==> src/hdl/wait_cs_regs.vh <==
`ifndef WAIT_CS_REGS_VH
`define WAIT_CS_REGS_VH

// ************************************************************
// I/O addresses of the indirect configuration ports.
// ************************************************************
`define IO_CFG_POINTER      8'hee
`define IO_CFG_DATA         8'hef

// ************************************************************
// Indirect register indices, selected through the pointer port.
// ************************************************************
`define IDX_WAIT_CTRL       8'h00
`define IDX_MEM_BOUNDARY    8'h01
`define IDX_REGION_BOUND    8'h02
`define IDX_REGION_ENABLE   8'h03

// ************************************************************
// Reset values.
// ************************************************************
`define RST_WAIT_CTRL       8'h00
`define RST_MEM_BOUNDARY    8'hf0
`define RST_REGION_BOUND    8'h0f
`define RST_REGION_ENABLE   8'h01
`define RST_POINTER         8'h00

// ************************************************************
// Wait control fields.
// ************************************************************
`define WC_MEM_HI           7
`define WC_MEM_LO           6
`define WC_OPCODE_BIT       5
`define WC_IO_HI            4
`define WC_IO_LO            3
`define WC_VECTOR_BIT       2
`define WC_DAISY_HI         1
`define WC_DAISY_LO         0

// ************************************************************
// Region enable fields.
// ************************************************************
`define RE_LOW_BIT          0
`define RE_HIGH_BIT         1

// ************************************************************
// Opcodes of the return-from-interrupt sequence.
// ************************************************************
`define OP_PREFIX           8'hed
`define OP_RETURN           8'h4d

// ************************************************************
// Extra wait counts after the prefix byte.
// ************************************************************
`define RETURN_FROM_INTERRUPT_EXTRA_SHORT    3'h1
`define RETURN_FROM_INTERRUPT_EXTRA_LONG     3'h3

`endif

==> src/hdl/wait_state_and_chip_select.v <==
`timescale 1ns/1ns
`include "wait_cs_regs.vh"

// Summary of operation
// RULE1 - Programmed waits first, then external wait sampled; code also samples it during acknowledge waits.
// RULE2 - Memory cycles get zero to three waits.
// RULE3 - Optional extra wait on opcode fetch cycles.
// RULE4 - Memory waits only inside programmed address range.
// RULE5 - External I/O cycles get 0,2,4,6 waits.
// RULE6 - On-chip I/O accesses never get waits.
// RULE7 - Optional one wait after acknowledge I/O strobe.
// RULE8 - Acknowledge gets 0,2,4,6 daisy settling waits.
// RULE9 - Return sequence gets 2 or 4 waits.
// RULE10 - Non-return opcode after prefix gets one wait.
// RULE11 - Four-bit boundaries compared with top address nibble.
// RULE12 - Low select when nibble at most low bound.
// RULE13 - High select between low and high bounds.
// RULE14 - Separate enables; low select enabled, bound F.
// RULE15 - High select disabled after power-up.
// RULE16 - Selects decode address only; glitches possible.
// RULE17 - Configuration through pointer and data ports.
// RULE18 - Evaluation mode drives wait pin with programmed waits.
// RULE19 - All wait counts cleared at reset.
// RULE20 - Internal wait ORed with external wait.
module wait_state_and_chip_select (
  input  wire        clk_sys,
  input  wire        resetn,
  input  wire [15:0] address,
  input  wire [7:0]  dataIn,
  input  wire        memRequestN,
  input  wire        io_request_strobe_n,
  input  wire        opcode_fetch_strobe_n,
  input  wire        readStrobeN,
  input  wire        writeStrobeN,
  input  wire        onChipIoHit,
  input  wire        evaluation_mode_pin,
  input  wire        waitPinIn,
  output reg  [7:0]  dataOut,
  output reg         dataOutEnable,
  output reg         coreWaitN,
  output reg         waitPinOut,
  output reg         waitPinOe,
  output reg         low_region_select_n,
  output reg         high_region_select_n
);

  // ************************************************************
  // Sequencer states.
  // ************************************************************
  localparam [2:0] ST_IDLE   = 3'h0;
  localparam [2:0] ST_M1     = 3'h1;
  localparam [2:0] ST_WAIT   = 3'h2;
  localparam [2:0] ST_RETURN_FROM_INTERRUPT   = 3'h3;
  localparam [2:0] ST_VECTOR = 3'h4;
  localparam [2:0] ST_HOLD   = 3'h5;

  reg [7:0] waitCtrl;
  reg [7:0] memBoundary;
  reg [7:0] region_boundary_reg;
  reg [7:0] regionEnable;
  reg [7:0] pointer;
  reg       evMode;
  reg       strapTaken;
  reg       prevMreqN;
  reg       prevIorqN;
  reg       prevM1N;
  reg       prevWrN;
  reg       prefixSeen;
  reg       fetchCycle;
  reg       ackCycle;
  reg       retiPending;
  reg [2:0] state;
  reg [2:0] count;
  reg [2:0] next_state;
  reg [2:0] next_count;
  reg       next_retiPending;
  reg       next_ackCycle;
  reg       next_fetchCycle;
  reg       next_programmedWait;
  reg       next_coreWaitN;
  reg [7:0] next_dataOut;

  wire [3:0] nibble     = address[15:12];                      // RULE11
  wire [1:0] memWaits   = waitCtrl[`WC_MEM_HI:`WC_MEM_LO];
  wire [1:0] ioCode     = waitCtrl[`WC_IO_HI:`WC_IO_LO];
  wire [1:0] daisyCode  = waitCtrl[`WC_DAISY_HI:`WC_DAISY_LO];
  wire       opcodeWait = waitCtrl[`WC_OPCODE_BIT];
  wire       vectorWait = waitCtrl[`WC_VECTOR_BIT];

  // Memory waits apply only between the two boundary nibbles.
  wire inMemRange = (nibble >= memBoundary[3:0]) &&
                    (nibble <= memBoundary[7:4]);              // RULE4

  wire memStart  = prevMreqN & ~memRequestN;
  wire ioStart   = prevIorqN & ~io_request_strobe_n;
  wire m1Start   = prevM1N & ~opcode_fetch_strobe_n;
  wire busIdle   = memRequestN & io_request_strobe_n &
                   opcode_fetch_strobe_n;

  // Extended daisy setting (4 or 6 waits) enables return stretching.
  wire retiExtended = daisyCode[1];

  // The wait pin is an input only outside evaluation mode.
  wire extWait = ~evMode & ~waitPinIn;

  // Config accesses are I/O cycles outside acknowledge.
  wire ioAccess  = ~io_request_strobe_n & opcode_fetch_strobe_n;
  wire hitPtr    = ioAccess && (address[7:0] == `IO_CFG_POINTER);
  wire hitData   = ioAccess && (address[7:0] == `IO_CFG_DATA);
  wire cfgWrite  = prevWrN & ~writeStrobeN;

  // Memory wait total for a plain memory access, at most three. The
  // opcode extra wait is added only in ST_M1, so a data access never
  // picks it up.
  wire [2:0] memCount = inMemRange ? {1'b0, memWaits} : 3'h0; // RULE2

  // ************************************************************
  // Strap capture and bus edge history.
  // ************************************************************

  // The evaluation strap is caught once, on the first edge after release,
  // so reset itself never loads a port value.
  always @(posedge clk_sys) begin
    if (!resetn) begin
      evMode     <= 1'b0;
      strapTaken <= 1'b0;
      prevMreqN  <= 1'b1;
      prevIorqN  <= 1'b1;
      prevM1N    <= 1'b1;
      prevWrN    <= 1'b1;
    end else begin
      if (!strapTaken) begin
        evMode     <= evaluation_mode_pin;                     // RULE18
        strapTaken <= 1'b1;
      end
      prevMreqN <= memRequestN;
      prevIorqN <= io_request_strobe_n;
      prevM1N   <= opcode_fetch_strobe_n;
      prevWrN   <= writeStrobeN;
    end
  end

  // ************************************************************
  // Configuration registers behind the pointer and data ports.
  // ************************************************************

  // Writes land on the falling write strobe, once per cycle.
  always @(posedge clk_sys) begin
    if (!resetn) begin
      waitCtrl            <= `RST_WAIT_CTRL;                   // RULE19
      memBoundary         <= `RST_MEM_BOUNDARY;
      region_boundary_reg <= `RST_REGION_BOUND;                // RULE14
      regionEnable        <= `RST_REGION_ENABLE;               // RULE15
      pointer             <= `RST_POINTER;
    end else if (cfgWrite && hitPtr) begin
      pointer <= dataIn;                                       // RULE17
    end else if (cfgWrite && hitData) begin
      case (pointer)                                           // RULE17
        `IDX_WAIT_CTRL:     waitCtrl            <= dataIn;
        `IDX_MEM_BOUNDARY:  memBoundary         <= dataIn;
        `IDX_REGION_BOUND:  region_boundary_reg <= dataIn;
        `IDX_REGION_ENABLE: regionEnable        <= {6'h00, dataIn[1:0]};
        default:            pointer             <= pointer;
      endcase
    end
  end

  // Read data for the two ports; unknown indices read as zero.
  always @* begin
    next_dataOut = 8'h00;
    if (hitPtr) begin
      next_dataOut = pointer;
    end else if (hitData) begin
      case (pointer)
        `IDX_WAIT_CTRL:     next_dataOut = waitCtrl;
        `IDX_MEM_BOUNDARY:  next_dataOut = memBoundary;
        `IDX_REGION_BOUND:  next_dataOut = region_boundary_reg;
        `IDX_REGION_ENABLE: next_dataOut = regionEnable;
        default:            next_dataOut = 8'h00;
      endcase
    end
  end

  // ************************************************************
  // Wait sequencer.
  // ************************************************************

  // An opcode fetch shows the fetch strobe one clock ahead of the memory
  // strobe, so ST_M1 waits one cycle to tell a fetch from an acknowledge.
  always @* begin
    next_state          = state;
    next_count          = count;
    next_retiPending    = retiPending;
    next_ackCycle       = ackCycle;
    next_fetchCycle     = fetchCycle;
    next_programmedWait = 1'b0;
    case (state)
      ST_IDLE: begin
        next_ackCycle   = 1'b0;
        next_fetchCycle = 1'b0;
        if (m1Start) begin
          next_state = ST_M1;
        end else if (memStart) begin
          next_count = memCount;
          next_state = (memCount == 3'h0) ? ST_HOLD : ST_WAIT;
        end else if (ioStart && opcode_fetch_strobe_n) begin
          if (onChipIoHit || ioCode == 2'h0) begin             // RULE6
            next_state = ST_HOLD;
          end else begin
            next_count = {ioCode, 1'b0};                       // RULE5
            next_state = ST_WAIT;
          end
        end
      end
      ST_M1: begin
        if (!memRequestN) begin
          next_fetchCycle  = 1'b1;
          next_retiPending = prefixSeen & retiExtended;
          next_count       = inMemRange ?
                             ({1'b0, memWaits} +
                              {2'b00, opcodeWait}) : 3'h0;     // RULE3
          if (next_count != 3'h0) begin
            next_state = ST_WAIT;
          end else if (next_retiPending) begin
            next_state = ST_RETURN_FROM_INTERRUPT;
          end else begin
            next_state = ST_HOLD;
          end
        end else begin
          next_ackCycle = 1'b1;
          next_count    = {daisyCode, 1'b0};                   // RULE8
          next_state    = (daisyCode == 2'h0) ? ST_VECTOR : ST_WAIT;
        end
      end
      ST_WAIT: begin
        next_programmedWait = 1'b1;
        next_count = count - 3'h1;
        if (count == 3'h1) begin
          if (retiPending) begin
            next_state = ST_RETURN_FROM_INTERRUPT;
          end else if (ackCycle && prevIorqN) begin
            next_state = ST_VECTOR;
          end else begin
            next_state = ST_HOLD;
          end
        end
      end
      ST_RETURN_FROM_INTERRUPT: begin
        // This cycle is itself the single wait after the prefix byte.
        next_programmedWait = 1'b1;                            // RULE10
        next_retiPending    = 1'b0;
        if (dataIn == `OP_RETURN) begin
          next_count = daisyCode[0] ? `RETURN_FROM_INTERRUPT_EXTRA_LONG :
                                      `RETURN_FROM_INTERRUPT_EXTRA_SHORT;       // RULE9
          next_state = ST_WAIT;
        end else begin
          next_state = ST_HOLD;
        end
      end
      ST_VECTOR: begin
        if (!io_request_strobe_n) begin
          if (vectorWait) begin                                // RULE7
            next_count = 3'h1;
            next_state = ST_WAIT;
          end else begin
            next_state = ST_HOLD;
          end
        end
      end
      ST_HOLD: begin
        if (busIdle) begin
          next_state = ST_IDLE;
        end
      end
      default: begin
        next_state = ST_IDLE;
      end
    endcase
  end

  // External wait joins only once programmed waits are done, except
  // during the acknowledge waits (daisy settling and vector wait), where both may overlap.
  always @* begin
    next_coreWaitN = ~(next_programmedWait |                   // RULE20
                       (extWait & (state == ST_HOLD)) |        // RULE1
                       (extWait & ackCycle & (state == ST_WAIT)));
  end

  // Sequencer registers and the prefix tracker. The prefix flag is taken
  // when a fetch ends, so the following fetch knows it follows the prefix.
  always @(posedge clk_sys) begin
    if (!resetn) begin
      state       <= ST_IDLE;
      count       <= 3'h0;
      retiPending <= 1'b0;
      ackCycle    <= 1'b0;
      fetchCycle  <= 1'b0;
      prefixSeen  <= 1'b0;
    end else begin
      state       <= next_state;
      count       <= next_count;
      retiPending <= next_retiPending;
      ackCycle    <= next_ackCycle;
      fetchCycle  <= next_fetchCycle;
      if (fetchCycle && memRequestN && !prevMreqN) begin
        prefixSeen <= (dataIn == `OP_PREFIX);                  // RULE9
      end
    end
  end

  // ************************************************************
  // Registered outputs.
  // ************************************************************

  // Region selects follow the address nibble alone, with no strobe
  // qualification; loads must tolerate short select pulses.
  always @(posedge clk_sys) begin
    if (!resetn) begin
      low_region_select_n  <= 1'b1;
      high_region_select_n <= 1'b1;
      coreWaitN            <= 1'b1;
      waitPinOut           <= 1'b1;
      waitPinOe            <= 1'b0;
      dataOut              <= 8'h00;
      dataOutEnable        <= 1'b0;
    end else begin
      low_region_select_n  <= ~(regionEnable[`RE_LOW_BIT] &&  // RULE16
                               (nibble <=
                                region_boundary_reg[3:0]));    // RULE12
      high_region_select_n <= ~(regionEnable[`RE_HIGH_BIT] &&
                               (nibble >
                                region_boundary_reg[3:0]) &&
                               (nibble <=
                                region_boundary_reg[7:4]));    // RULE13
      coreWaitN            <= next_coreWaitN;
      waitPinOut           <= ~next_programmedWait;            // RULE18
      waitPinOe            <= evMode;                          // RULE18
      dataOut              <= next_dataOut;
      dataOutEnable        <= (hitPtr | hitData) & ~readStrobeN;
    end
  end

endmodule // wait_state_and_chip_select

==> config.mk <==
export PLATFORM = sky130hd
export DESIGN_NAME = wait_state_and_chip_select
export DESIGN_NICKNAME = d
export VERILOG_FILES = /design/src/hdl/wait_state_and_chip_select.v
export VERILOG_INCLUDE_DIRS = /design/src /design/src/hdl
export SDC_FILE = /design/constraint.sdc
export NUM_CORES = 1
export LEC_CHECK = 0
export BUFFER_PORTS_ARGS = -buffer_cell sky130_fd_sc_hd__clkbuf_2
export CELL_PAD_IN_SITES_DETAIL_PLACEMENT = 1
export CELL_PAD_IN_SITES_GLOBAL_PLACEMENT = 1
export CORE_ASPECT_RATIO = 0.6
export CORE_MARGIN = 10
export CORE_UTILIZATION = 40
export DETAILED_ROUTE_END_ITERATION = 10
export GPL_TIMING_DRIVEN = 1
export PLACE_DENSITY = 0.77
export SETUP_SLACK_MARGIN = 0.15
export SLEW_MARGIN = 20
export SYNTH_ARGS = -nofsm -noshare
export SYNTH_HDL_FRONTEND = slang
export SYNTH_SLANG_ARGS = --single-unit
==> constraint.sdc <==
create_clock -name clk_sys -period 6.5 [get_ports clk_sys]
set_clock_uncertainty 0.15 [all_clocks]
set_input_delay 1.95 -clock clk_sys [delete_from_list [all_inputs] [get_ports clk_sys]]
set_output_delay 1.95 -clock clk_sys [all_outputs]
set_load 0.03 [all_outputs]
======== Word-level counts from Yosys, hierarchy flattened ========
Cells that the tools add are included.
storage, ports and cells
  bits in writable memories ............... 0
  memory bits (read-only) ................. 0
  memories kept ........................... 0
  output and inout port bits .............. 14
  register bits ........................... 64
  latch bits .............................. 0
  input port bits ......................... 34
cells by class
  multiply operators ...................... 0
  shift-type cells ........................ 0
  equality and inequality tests ........... 24
  bitwise logic cells ..................... 28
  div/mod/pow operators ................... 0
  reduce and logical (&&, ||, !) cells .... 33
  mux-type cells .......................... 40
  order comparisons ....................... 5
  $add $sub $neg .......................... 2
operators with widths
  cell                number
  $mux 3              24
  $pmux 8 s4          1
  $eq 8x8->1 const B  3
  $pmux 3 s6          1
  $eq 8x2->1 const B  2
  $mux 8              2
  $ne 2x2->1 const B  8
  $pmux 3 s5          1
  $and 1x1->1         13
  $le 4x4->1          3
  $logic_and 1x1->1   12
  $not 1->1           12
  $reduce_and 3->1    4
  $eq 8x1->1 const B  1
  $eq 8x7->1 const B  1
  $logic_not 8->1     1
  $reduce_and 7->1    1
  $eq 3x1->1 const B  2
  $eq 3x2->1 const B  2
  $eq 3x3->1 const B  2
  $logic_not 3->1     2
  $mux 1              6
  $ne 3x3->1 const B  2
  $pmux 1 s2          3
  other kinds (16)    23

======== Depth between registers and ports, before layout ========
Gate-level depths: netlist of the first run.
  word-level depth ........................ 8
  depth in mapped cells ................... 8

======== Worst setup path before layout of the first run ========
Ideal clock, no wire load.
  path type ............................... input port to flip-flop
  start point ............................. input port address[12]
  end point ............................... register state[2]
  arrival ................................. 3.607 ns
  stages on the path ...................... 8
  path slack .............................. 2.669 ns
  buffers on the path ..................... 0
  library setup time ...................... 0.074 ns
  cell sequence ........................... inv_1 > ha_1 > nand2b_1 > a2111oi_0 > a21oi_1 > a31o_2 > or3_1 > a31oi_1
between the ends
  cells in the longest elaborated chain, start to end .. 8
  elaborated cells between the ends (all ways) .. 13
ends and longest elaborated chain
  what                                             line                                                              RTL
  start: declaration                               wait_state_and_chip_select.v:28                                   input wire [15:0] address,
  $ge 4x4->1 / $le 4x4->1 (equally long branches)  wait_state_and_chip_select.v:91, wait_state_and_chip_select.v:92
  $logic_and 1x1->1 (*)                            wait_state_and_chip_select.v:91                                   wire inMemRange = (nibble >= memBoundary[3:0]) &&
  $mux 2                                           wait_state_and_chip_select.v:115                                  wire [2:0] memCount = inMemRange ? {1'b0, memWaits} : 3'h0;
  $logic_not 3->1                                  wait_state_and_chip_select.v:205                                  next_state = (memCount == 3'h0) ? ST_HOLD : ST_WAIT;
  $mux 3                                           wait_state_and_chip_select.v:205
  $mux 3                                           wait_state_and_chip_select.v:203                                  end else if (memStart) begin
  $mux 3                                           wait_state_and_chip_select.v:201                                  if (m1Start) begin
  $pmux 3 s6 (*)                                   wait_state_and_chip_select.v:197                                  case (state)
  end signal: assignment                           wait_state_and_chip_select.v:300                                  state <= next_state;
  end: declaration                                 wait_state_and_chip_select.v:72                                   reg [2:0] state;
Mark *: on every way between the ends. The rest lies on a longest branch, timed or not.
A chain may end at the register's enable or synchronous reset.

======== Worst setup path in the final report of the first run ========
Ends and elaborated chain as after synthesis.

==> results of run 1 <==
## kinds of logic (layout without fill, tap and decap cells)
kind of cell,count (synthesis),in the layout,synth area share (%)
buffers and inverters,37,80,4.33
muxes,35,35,10.7
and+or+nand+nor,163,163,26.1
adders and majority gates,20,20,7.15
xor gates and xnor gates,1,1,0.250
DFF,64,64,36.6
AOI/OAI and AO/OA,78,78,14.8
## worst min-delay path by stage
stage / to / cells after the start / slack [ns]
finish: low_region_select_n$_SDFF_PN1_ / 1 / 0.28
detailed placement: low_region_select_n$_SDFF_PN1_ / 1 / 0.27
global route: low_region_select_n$_SDFF_PN1_ / 1 / 0.31
CTS: low_region_select_n$_SDFF_PN1_ / 1 / 0.28
floorplan: low_region_select_n$_SDFF_PN1_ / 1 / 0.23
global placement: low_region_select_n$_SDFF_PN1_ / 1 / 0.26
## metal layers
metal / part of all wire (%) / GRT usage, %
met5: 0 / 0
met4: 1.7 / 4.54
met3: 8.2 / 6.83
met2: 41 / 25.2
met1: 49 / 23.2
## power by group
group,internal (uW),switching [uW],total [uW]
logic,80.1,129,209
registers,412,31.6,444
clock network,299,191,490
## final cells by class
class	count	area share, %
Timing Repair Buffer	44	5.45
Multi-Input combinational cell	297	50.6
Tap cell	112	3.43
Clock inverter	6	1.69
Clock buffer	10	5.61
Inverter	20	1.84
Sequential cell	64	31.4
## through the flow
stage          cell area (um^2)  worst slack (ns)  util [%]
6_report                   4080              2.60      47.9
5_1_grt                    4080              2.38      47.9
4_1_cts                    4080              2.62      47.9
3_5_place_dp               3790              2.28      44.4
3_3_place_gp               3790              2.40      44.4
2_1_floorplan              3500              2.67         -
## placed cells by master (no fill, tap or decap), types with 4 or more instances in the layout
master,Yosys,final
dfxtp_1,64,64
nand2_1,49,49
clkbuf_2,0,43
nor2b_1,34,34
mux2i_1,33,33
o21ai_0,23,23
inv_1,20,20
ha_1,20,20
nor2_1,15,15
a21oi_1,15,15
nor3_1,11,11
nand2b_1,9,9
clkbuf_16,0,9
a22oi_1,8,8
a21boi_1,8,8
nand4_1,6,6
nand3_1,6,6
nand3b_1,5,5
a31oi_1,5,5
and3_1,4,4
==> summary.txt, run 1 <==
Outcome
  • Outcome: complete, no violations

CTS
  • CTS tree: done
  • Clock transition at the registers of the reported paths: 0.06 ns
  • Clk Latency, worst-skew pair: 0.34 ns
  • H-tree depth: 3
  • Sinks on Clock Net: 64
  • Longest Clk Path Bufs: 2
  • Gates resized, CTS repair: 0
  • Root buf cell: clkbuf_16
  • Postcts setup bufs: 0
  • Hold Buf Count CTS: 0
  • Number of buffers created by CTS: 9

Cells and area
  • Final #Nets: 490
  • FILL cells: 1,005
  • Area Overhead vs Synth: 16.7%
  • Layout cells sized above 1: 17.0%
  • Non-Filler Instances: 553
  • Reg area: 1280 um^2
  • Ant diodes: 0
  • Footprint of the multi-input gates: 2070 um^2

Setup path
  • Reg2Reg Launch Point: memBoundary[0]$_SDFFE_PN0P_
  • Crit start category: input port
  • Setup CP Type: input port to register
  • WP depth: 9
  • Worst R2R Path Depth: 7
  • Cell class contributing the biggest share of worst-path delay: compound AO/OA/AOI/OAI gates
  • Worst Setup End Kind: register
  • CP Cell Sequence: clkbuf_2 > inv_1 > ha_1 > nand2b_1 > a2111oi_0 > a21oi_1 > a31o_2 > or3_1 > a31oi_1
  • R2R Path End: state[2]$_SDFFE_PN0P_
  • R2r setup slk: 4.08 ns
  • CP max stage delay: 0.46 ns
  • Slowest library cell on the worst path: a2111oi_0
  • Worst Path Arrival: 4.02 ns
  • CP endpoint: state[2]$_SDFFE_PN0P_
  • CP Launch Point: address[12]
  • Buffers & Inverters on Critical Path: 2
  • Req. time, crit path: 6.62 ns
  • CP max FO: 5

Timing
  • Worst hold slack: 0.277 ns
  • Setup TNS: 0 ns
  • Slew Viols, Final: 0
  • Final period utilization: 60.0%
  • RSZ-0062 raised after global routing: no
  • Slew HR: 45.0%
  • Final hold vios: 0
  • Period minus WS final: 3.90 ns
  • Setup-failing EPs final: 0
  • FMAX: 0.256 GHz
  • Worst-margin pin slew: 0.824 ns

Power and ir drop
  • Leakage: 0.00170 uW
  • Peak VDD IR: 0.000121 V
  • Pwr Density: 280 nW/um^2
  • Total Power: 1140 uW

Synthesis
  • Top-area cell type share of the netlist area: 36.6%
  • Mapped Cells: 398
  • Count leader, synth: dfxtp_1
  • Cell variety after synth: 52
  • Synth Flop Type: dfxtp_1
  • Post-synthesis async set-or-reset flop share: 0%
  • Ys Warns: 0
  • Yosys reg bits: 64
  • Synth top cells by count: dfxtp_1, nand2_1, nor2b_1
  • Syn avg cell area: 8.79 um^2
  • Syn_nets: 452
  • Post-synth EDFFs: 0
  • Post-synth top area cell: dfxtp_1
  • Area of the mapped netlist: 3500 um^2
  • Seq/Total Area, Yosys: 36.6%
  • Largest cells by area after synthesis: dfxtp_1, mux2i_1, ha_1

Routing
  • DR vias: 3,138
  • 1st-pass router iterations: 4
  • Drt total wl: 11,000 um
  • Vias per Instance: 5.67
  • Post-DRT Antenna Nets: 0
  • Post-route DRC: 0
  • Routed wire per std cell: 19.9 um
  • DRT iter0 DRCs: 219

Worst hold path
  • HP Start: regionEnable[0]$_SDFFE_PN1P_
  • Hold Crit Class: register to register

Place
  • IO Port Bufs: 43
  • Placed Instances: 537
  • GPL Wtd Cong: 0.893
  • DP Wirelength: 8380 um

Floorplanning
  • DIE WIDTH: 141 um
  • Die height: 92.5 um
  • Core area: 8520 um^2
  • Die area: 13,000 um^2
  • Starting Density: 41.1%
  • I/O pins: 48
  • Site row count: 26

Global route
  • Total track usage: 17.3%
  • Gr ovfl total: 0
  • First-pass GRT wire length: 17,800 um
  • Vias in the first global route: 3,269
  • Initial antenna violation count: 0
  • Largest net degree at the start of global routing: 36

Run
  • Max cap viols: 0
Power figures use the tool's default switching activity.
==> run 2: changes to the inputs <==
--- a/config.mk
+++ b/config.mk
@@ -11,10 +11,10 @@
 export CELL_PAD_IN_SITES_GLOBAL_PLACEMENT = 1
 export CORE_ASPECT_RATIO = 0.6
 export CORE_MARGIN = 10
-export CORE_UTILIZATION = 40
+export CORE_UTILIZATION = 39
 export DETAILED_ROUTE_END_ITERATION = 10
 export GPL_TIMING_DRIVEN = 1
-export PLACE_DENSITY = 0.77
+export PLACE_DENSITY = 0.78
 export SETUP_SLACK_MARGIN = 0.15
 export SLEW_MARGIN = 20
 export SYNTH_ARGS = -nofsm -noshare
==> constraint.sdc (replaced) <==
create_clock -name clk_sys -period 3.45 [get_ports clk_sys]
set_clock_uncertainty 0.15 [all_clocks]
set_input_delay 1.035 -clock clk_sys [delete_from_list [all_inputs] [get_ports clk_sys]]
set_output_delay 1.035 -clock clk_sys [all_outputs]
set_load 0.03 [all_outputs]
==> run 2 against run 1 <==
Hold slack improved by 0.020 ns; clock-buffer cell count rose by 2; via count rose by 0.57%; core utilization rose by 0.28 points; sequential cell count did not move; sequential power rose by 89%; die area rose by 2.1%; register-to-register slack got worse by 3.0 ns; critical path depth fell by 1; design area rose by 1.7%; critical path type unchanged.
==> summary.txt, run 2 (synthesis gave the netlist of run 1 again) <==
Outcome
  • Outcome: complete, no violations

Timing
  • Final period utilization: 83.2%
  • Worst-margin pin slew: 0.804 ns
  • RSZ-0062 raised after global routing: no
  • Slew Viols, Final: 0
  • Period minus WS final: 2.87 ns
  • Slew HR: 46.3%
  • FMAX: 0.349 GHz
  • Final hold vios: 0
  • Setup-failing EPs final: 0
  • Setup TNS: 0 ns

Setup path
  • Worst R2R Path Depth: 8
  • CP Launch Point: address[13]
  • Setup CP Type: input port to register
  • Worst Path Arrival: 2.98 ns
  • R2r setup slk: 1.05 ns
  • Reg2Reg Launch Point: memBoundary[5]$_SDFFE_PN1P_
  • Crit start category: input port
  • Worst Setup End Kind: register
  • CP endpoint: state[1]$_SDFFE_PN0P_
  • CP max stage delay: 0.55 ns
  • WP depth: 8
  • R2R Path End: state[1]$_SDFFE_PN0P_
  • Cell class contributing the biggest share of worst-path delay: simple AND/OR/NAND/NOR gates
  • Buffers & Inverters on Critical Path: 1
  • Slowest library cell on the worst path: or4_1
  • Req. time, crit path: 3.56 ns
  • CP Cell Sequence: clkbuf_2 > ha_1 > nor2b_1 > o21ai_0 > a32o_1 > nand2_1 > or4_1 > a31oi_1
  • CP max FO: 5

Place
  • Placed instance area: 3830 um^2
  • IO Port Bufs: 43
  • GPL Wtd Cong: 0.963
  • DP Wirelength: 8590 um

CTS
  • Root buf cell: clkbuf_16
  • Number of buffers created by CTS: 9
  • Clock transition at the registers of the reported paths: 0.05 ns
  • Clk Latency, worst-skew pair: 0.33 ns
  • Hold Buf Count CTS: 0
  • Gates resized, CTS repair: 0
  • CTS tree: done
  • Sinks on Clock Net: 64
  • H-tree depth: 3
  • Postcts setup bufs: 0
  • Longest Clk Path Bufs: 2

Floorplanning
  • Starting Density: 40.6%
  • Die height: 93.4 um
  • Die area: 13,300 um^2
  • I/O pins: 48
  • Core area: 8620 um^2
  • Site row count: 26
  • DIE WIDTH: 142 um

Global route
  • Initial antenna violation count: 0
  • Largest net degree at the start of global routing: 31
  • Gr ovfl total: 0
  • Total track usage: 17.4%
  • First-pass GRT wire length: 18,400 um
  • Vias in the first global route: 3,400

Cells and area
  • Final #Nets: 496
  • Area Overhead vs Synth: 18.7%
  • Footprint of the multi-input gates: 2070 um^2
  • Commonest non-fill, non-tap cell in the layout: dfxtp_1
  • Final Cell Area: 4160 um^2
  • Most frequent cells in the layout: dfxtp_1, nand2_1, clkbuf_2
  • FILL cells: 1,033
  • Layout cells sized above 1: 17.9%
  • Reg area: 1280 um^2
  • Ant diodes: 0

Power and ir drop
  • Sequential share of power: 37.4%
  • Peak VDD IR: 0.000228 V
  • Clock Power Share: 44.3%
  • Switching Power: 656 uW
  • Leakage: 0.00175 uW
  • Cell Int Power: 1590 uW
  • Pwr Density: 540 nW/um^2
  • Switching share of total power: 29.3%
  • Combinational share of power: 18.2%

Routing
  • DRT iter0 DRCs: 242
  • Post-route DRC: 0
  • Drt total wl: 11,200 um
  • DR vias: 3,156
  • Vias per Instance: 5.65
  • 1st-pass router iterations: 4
  • Post-DRT Antenna Nets: 0
  • Routed wire per std cell: 20.1 um

Worst hold path
  • Hold Crit Class: register to register

Run
  • Max cap viols: 0
## run 2: changes by cell type in the layout (fill, tap and decap cells not counted), sizes merged
cell / before / now
buf: 1 / 7
clkinv: 3 / 2
clkbuf: 53 / 55
bufinv: 1 / 2
inv: 21 / 20
clkinvlp: 1 / 0
## run 2: power by group through the flow
stage,clock [uW],sequential (uW),combinational (uW)
2_1_floorplan,0,814,291
3_3_place_gp,0,847,381
3_5_place_dp,0,851,395
4_1_cts,1010,837,402
5_1_grt,1050,847,455
6_report,995,839,409
## run 2: metrics by stage
stage | utilization [%] | hold WS (ns) | cells | total power [uW] | worst slack [ns]
3_3_place_gp | 44.4 | 0.275 | 543 | 1230 | 0.304
2_1_floorplan | - | 0.227 | 398 | 1100 | 0.534
3_5_place_dp | 44.4 | 0.276 | 543 | 1250 | 0.281
4_1_cts | 48.2 | 0.294 | 559 | 2250 | 0.609
6_report | 48.2 | 0.297 | 559 | 2240 | 0.581
5_1_grt | 48.2 | 0.328 | 559 | 2350 | 0.477
## run 2: how the worst min path moves through the flow
stage / start / end / slack (ns) / cells past startpoint
global placement: regionEnable[0]$_SDFFE_PN1P_ / low_region_select_n$_SDFF_PN1_ / 0.28 / 1
floorplan: regionEnable[0]$_SDFFE_PN1P_ / low_region_select_n$_SDFF_PN1_ / 0.23 / 1
global route: regionEnable[0]$_SDFFE_PN1P_ / low_region_select_n$_SDFF_PN1_ / 0.33 / 1
finish: regionEnable[0]$_SDFFE_PN1P_ / low_region_select_n$_SDFF_PN1_ / 0.30 / 1
detailed placement: regionEnable[0]$_SDFFE_PN1P_ / low_region_select_n$_SDFF_PN1_ / 0.28 / 1
CTS: regionEnable[0]$_SDFFE_PN1P_ / low_region_select_n$_SDFF_PN1_ / 0.29 / 1
## run 2: area by class of cell
class,instances,area share [%]
well taps,112,3.37
repair buffers,50,6.44
clock inverters,4,1.87
flip-flops and latches,64,30.8
multi-input cells,297,49.7
inverters,20,1.81
clock buffers,12,5.93
## run 2: routing by layer
layer,track usage (%),up-vias,routed length (um)
met2,24.3,101,4550
met1,25.1,1538,5650
met3,5.45,7,957
li1,-,1510,-
met5,0,-,0
met4,3.94,0,63
==> run 3: changes to the inputs <==
==> constraint.sdc (replaced) <==
create_clock -name clk_sys -period 2.3 [get_ports clk_sys]
set_clock_uncertainty 0.15 [all_clocks]
set_input_delay 0.69 -clock clk_sys [delete_from_list [all_inputs] [get_ports clk_sys]]
set_output_delay 0.69 -clock clk_sys [all_outputs]
set_load 0.03 [all_outputs]
==> run 3 against run 2 <==
Via count rose by 9.1%; sequential cell count did not move; critical path depth rose by 1; combinational power rose by 120%; first-iteration DRC count rose by 6.6%; sequential power rose by 47%; clock power rose by 35%; register-to-register slack got worse by 0.90 ns; total power rose by 54%; hold slack got worse by 0.023 ns; largest cell class unchanged; largest power group unchanged.
==> summary.txt, run 3 (synthesis gave the netlist of run 1 again) <==
Outcome
  • Outcome: complete, no violations

CTS
  • Sinks on Clock Net: 64
  • Clk Latency, worst-skew pair: 0.34 ns
  • H-tree depth: 3
  • CTS tree: done
  • Hold Buf Count CTS: 0
  • Root buf cell: clkbuf_16
  • Number of buffers created by CTS: 9
  • Longest Clk Path Bufs: 2
  • Clock transition at the registers of the reported paths: 0.06 ns

Cells and area
  • Area Overhead vs Synth: 37.3%
  • Layout cells sized above 1: 32.8%
  • Commonest non-fill, non-tap cell in the layout: dfxtp_1
  • Util after Layout: 55.7%
  • Most frequent cells in the layout: dfxtp_1, nand2_1, buf_4
  • Final #Nets: 541

Place
  • IO Port Bufs: 43
  • DP Wirelength: 9530 um
  • GPL Wtd Cong: 0.912

Global route
  • Met2 Usage GRT: 27.6%
  • Met3 Use GR: 5.71%
  • Initial antenna violation count: 1
  • Vias in the first global route: 3,604
  • GR peak layer: met2
  • Largest net degree at the start of global routing: 28
  • Total track usage: 18.7%
  • First-pass GRT wire length: 19,400 um
  • Met1 Use GR: 25.2%
  • Gr ovfl total: 0

Power and ir drop
  • Leakage: 0.00199 uW
  • Peak VDD IR: 0.000358 V
  • Pwr Density: 719 nW/um^2

Timing
  • Slew Viols, Final: 0
  • Final period utilization: 96.9%
  • Worst-margin pin slew: 0.667 ns
  • Worst hold slack: 0.274 ns
  • Slew HR: 55.4%
  • RSZ-0062 raised after global routing: yes
  • FMAX: 0.449 GHz
  • Period minus WS final: 2.23 ns
  • Final hold vios: 0
  • Setup-failing EPs final: 0

Setup path
  • Buffers & Inverters on Critical Path: 2
  • CP max stage delay: 0.35 ns
  • CP max FO: 4
  • Crit start category: input port
  • R2R Path End: state[2]$_SDFFE_PN0P_
  • Setup CP Type: input port to register
  • Req. time, crit path: 2.42 ns
  • Cell class contributing the biggest share of worst-path delay: compound AO/OA/AOI/OAI gates
  • Slowest library cell on the worst path: a2111oi_4
  • Worst Path Arrival: 2.35 ns
  • Reg2Reg Launch Point: memBoundary[0]$_SDFFE_PN0P_
  • Worst Setup End Kind: register
  • WP depth: 9
  • Worst R2R Path Depth: 7
  • R2r setup slk: 0.15 ns
  • CP Cell Sequence: buf_12 > inv_16 > ha_4 > nand2b_4 > a2111oi_4 > a21oi_4 > a31o_4 > or3_1 > a31oi_1

Worst hold path
  • Hold Path Cell Cnt: 1
  • Hold Crit Class: register to register
  • Hold Path Sink: low_region_select_n$_SDFF_PN1_
  • HP Start: regionEnable[0]$_SDFFE_PN1P_

Run
  • Max cap viols: 0

Floorplanning
  • Die height: 93.4 um
  • Site row count: 26
  • Starting Density: 40.6%
  • Core area: 8620 um^2
  • Die area: 13,300 um^2
  • DIE WIDTH: 142 um
  • I/O pins: 48

Routing
  • Post-DRT Antenna Nets: 0
  • Post-route DRC: 0
  • Vias per Instance: 5.70
  • Routed wire per std cell: 20.9 um
  • DRT iter0 DRCs: 258
  • 1st-pass router iterations: 5
  • Drt total wl: 12,600 um
  • DR vias: 3,442
run 3: cell count changes in the layout (fill, tap and decap cells not counted), sizes merged:
cell      previous run  this run
clkinv               2         4
clkinvlp             0         1
clkbuf              55        47
bufinv               2         1
diode                0         1
buf                  7        57
run 3: report_power, final:
group	total (uW)	internal, uW	switching (uW)
Combinational	883	389	494
Sequential	1230	1170	69.3
Clock	1340	827	508
run 3: how the worst max path moves through the flow:
stage	startpoint	endpoint	slack (ns)
finish	address[12]	state[2]$_SDFFE_PN0P_	0.07
global placement	address[12]	state[2]$_SDFFE_PN0P_	-0.34
global route	address[12]	state[2]$_SDFFE_PN0P_	0.007
floorplan	address[12]	state[2]$_SDFFE_PN0P_	-0.04
detailed placement	address[12]	state[2]$_SDFFE_PN0P_	-0.38
CTS	address[12]	state[2]$_SDFFE_PN0P_	0.07
run 3: final cells by class:
| type | instances | area, um^2 |
|---|---|---|
| Clock buffer | 9 | 225 |
| Tap cell | 112 | 140 |
| Sequential cell | 64 | 1290 |
| Antenna cell | 1 | 2.50 |
| Fill cell | 1002 | 3810 |
| Clock inverter | 6 | 61.3 |
| Inverter | 20 | 91.3 |
| Multi-Input combinational cell | 297 | 2290 |
| Timing Repair Buffer | 95 | 709 |
run 3: worst reg2reg max path, stage by stage, from the launching register on:
cell	delay [ns]
dfxtp_2	0.39
ha_4	0.22
nand2b_4	0.14
a2111oi_4	0.35
a21oi_4	0.10
a31o_4	0.26
or3_1	0.35
a31oi_1	0.12
run 3: metrics by stage:
step / total power [uW] / TNS, ns / instances / setup WS (ns) / instance area (um^2)
after floorplan: 1680 / -0.0412 / 398 / -0.0412 / 3620
after global placement: 2020 / -3.78 / 581 / -0.339 / 4280
after detailed placement: 2060 / -5.54 / 581 / -0.379 / 4280
after CTS: 3420 / 0 / 600 / 0.0650 / 4620
after global routing: 3590 / 0 / 603 / 0.00670 / 4800
final: 3450 / 0 / 604 / 0.0721 / 4810
run 3: routing by layer:
layer	share of wire [%]	wire length, um	vias to the layer above
li1	-	-	1609
met1	48	6010	1689
met2	44	5490	116
met3	6.8	860	28
met4	2.0	258	0
met5	0	0	-
run 3: repair_timing:
item                                    4_1_cts  5_1_grt
gates cloned                                  0        0
pin swaps                                     8       10
buffers inserted                              4        3
resized for setup                             8       39
endpoints found under the setup margin       13       24
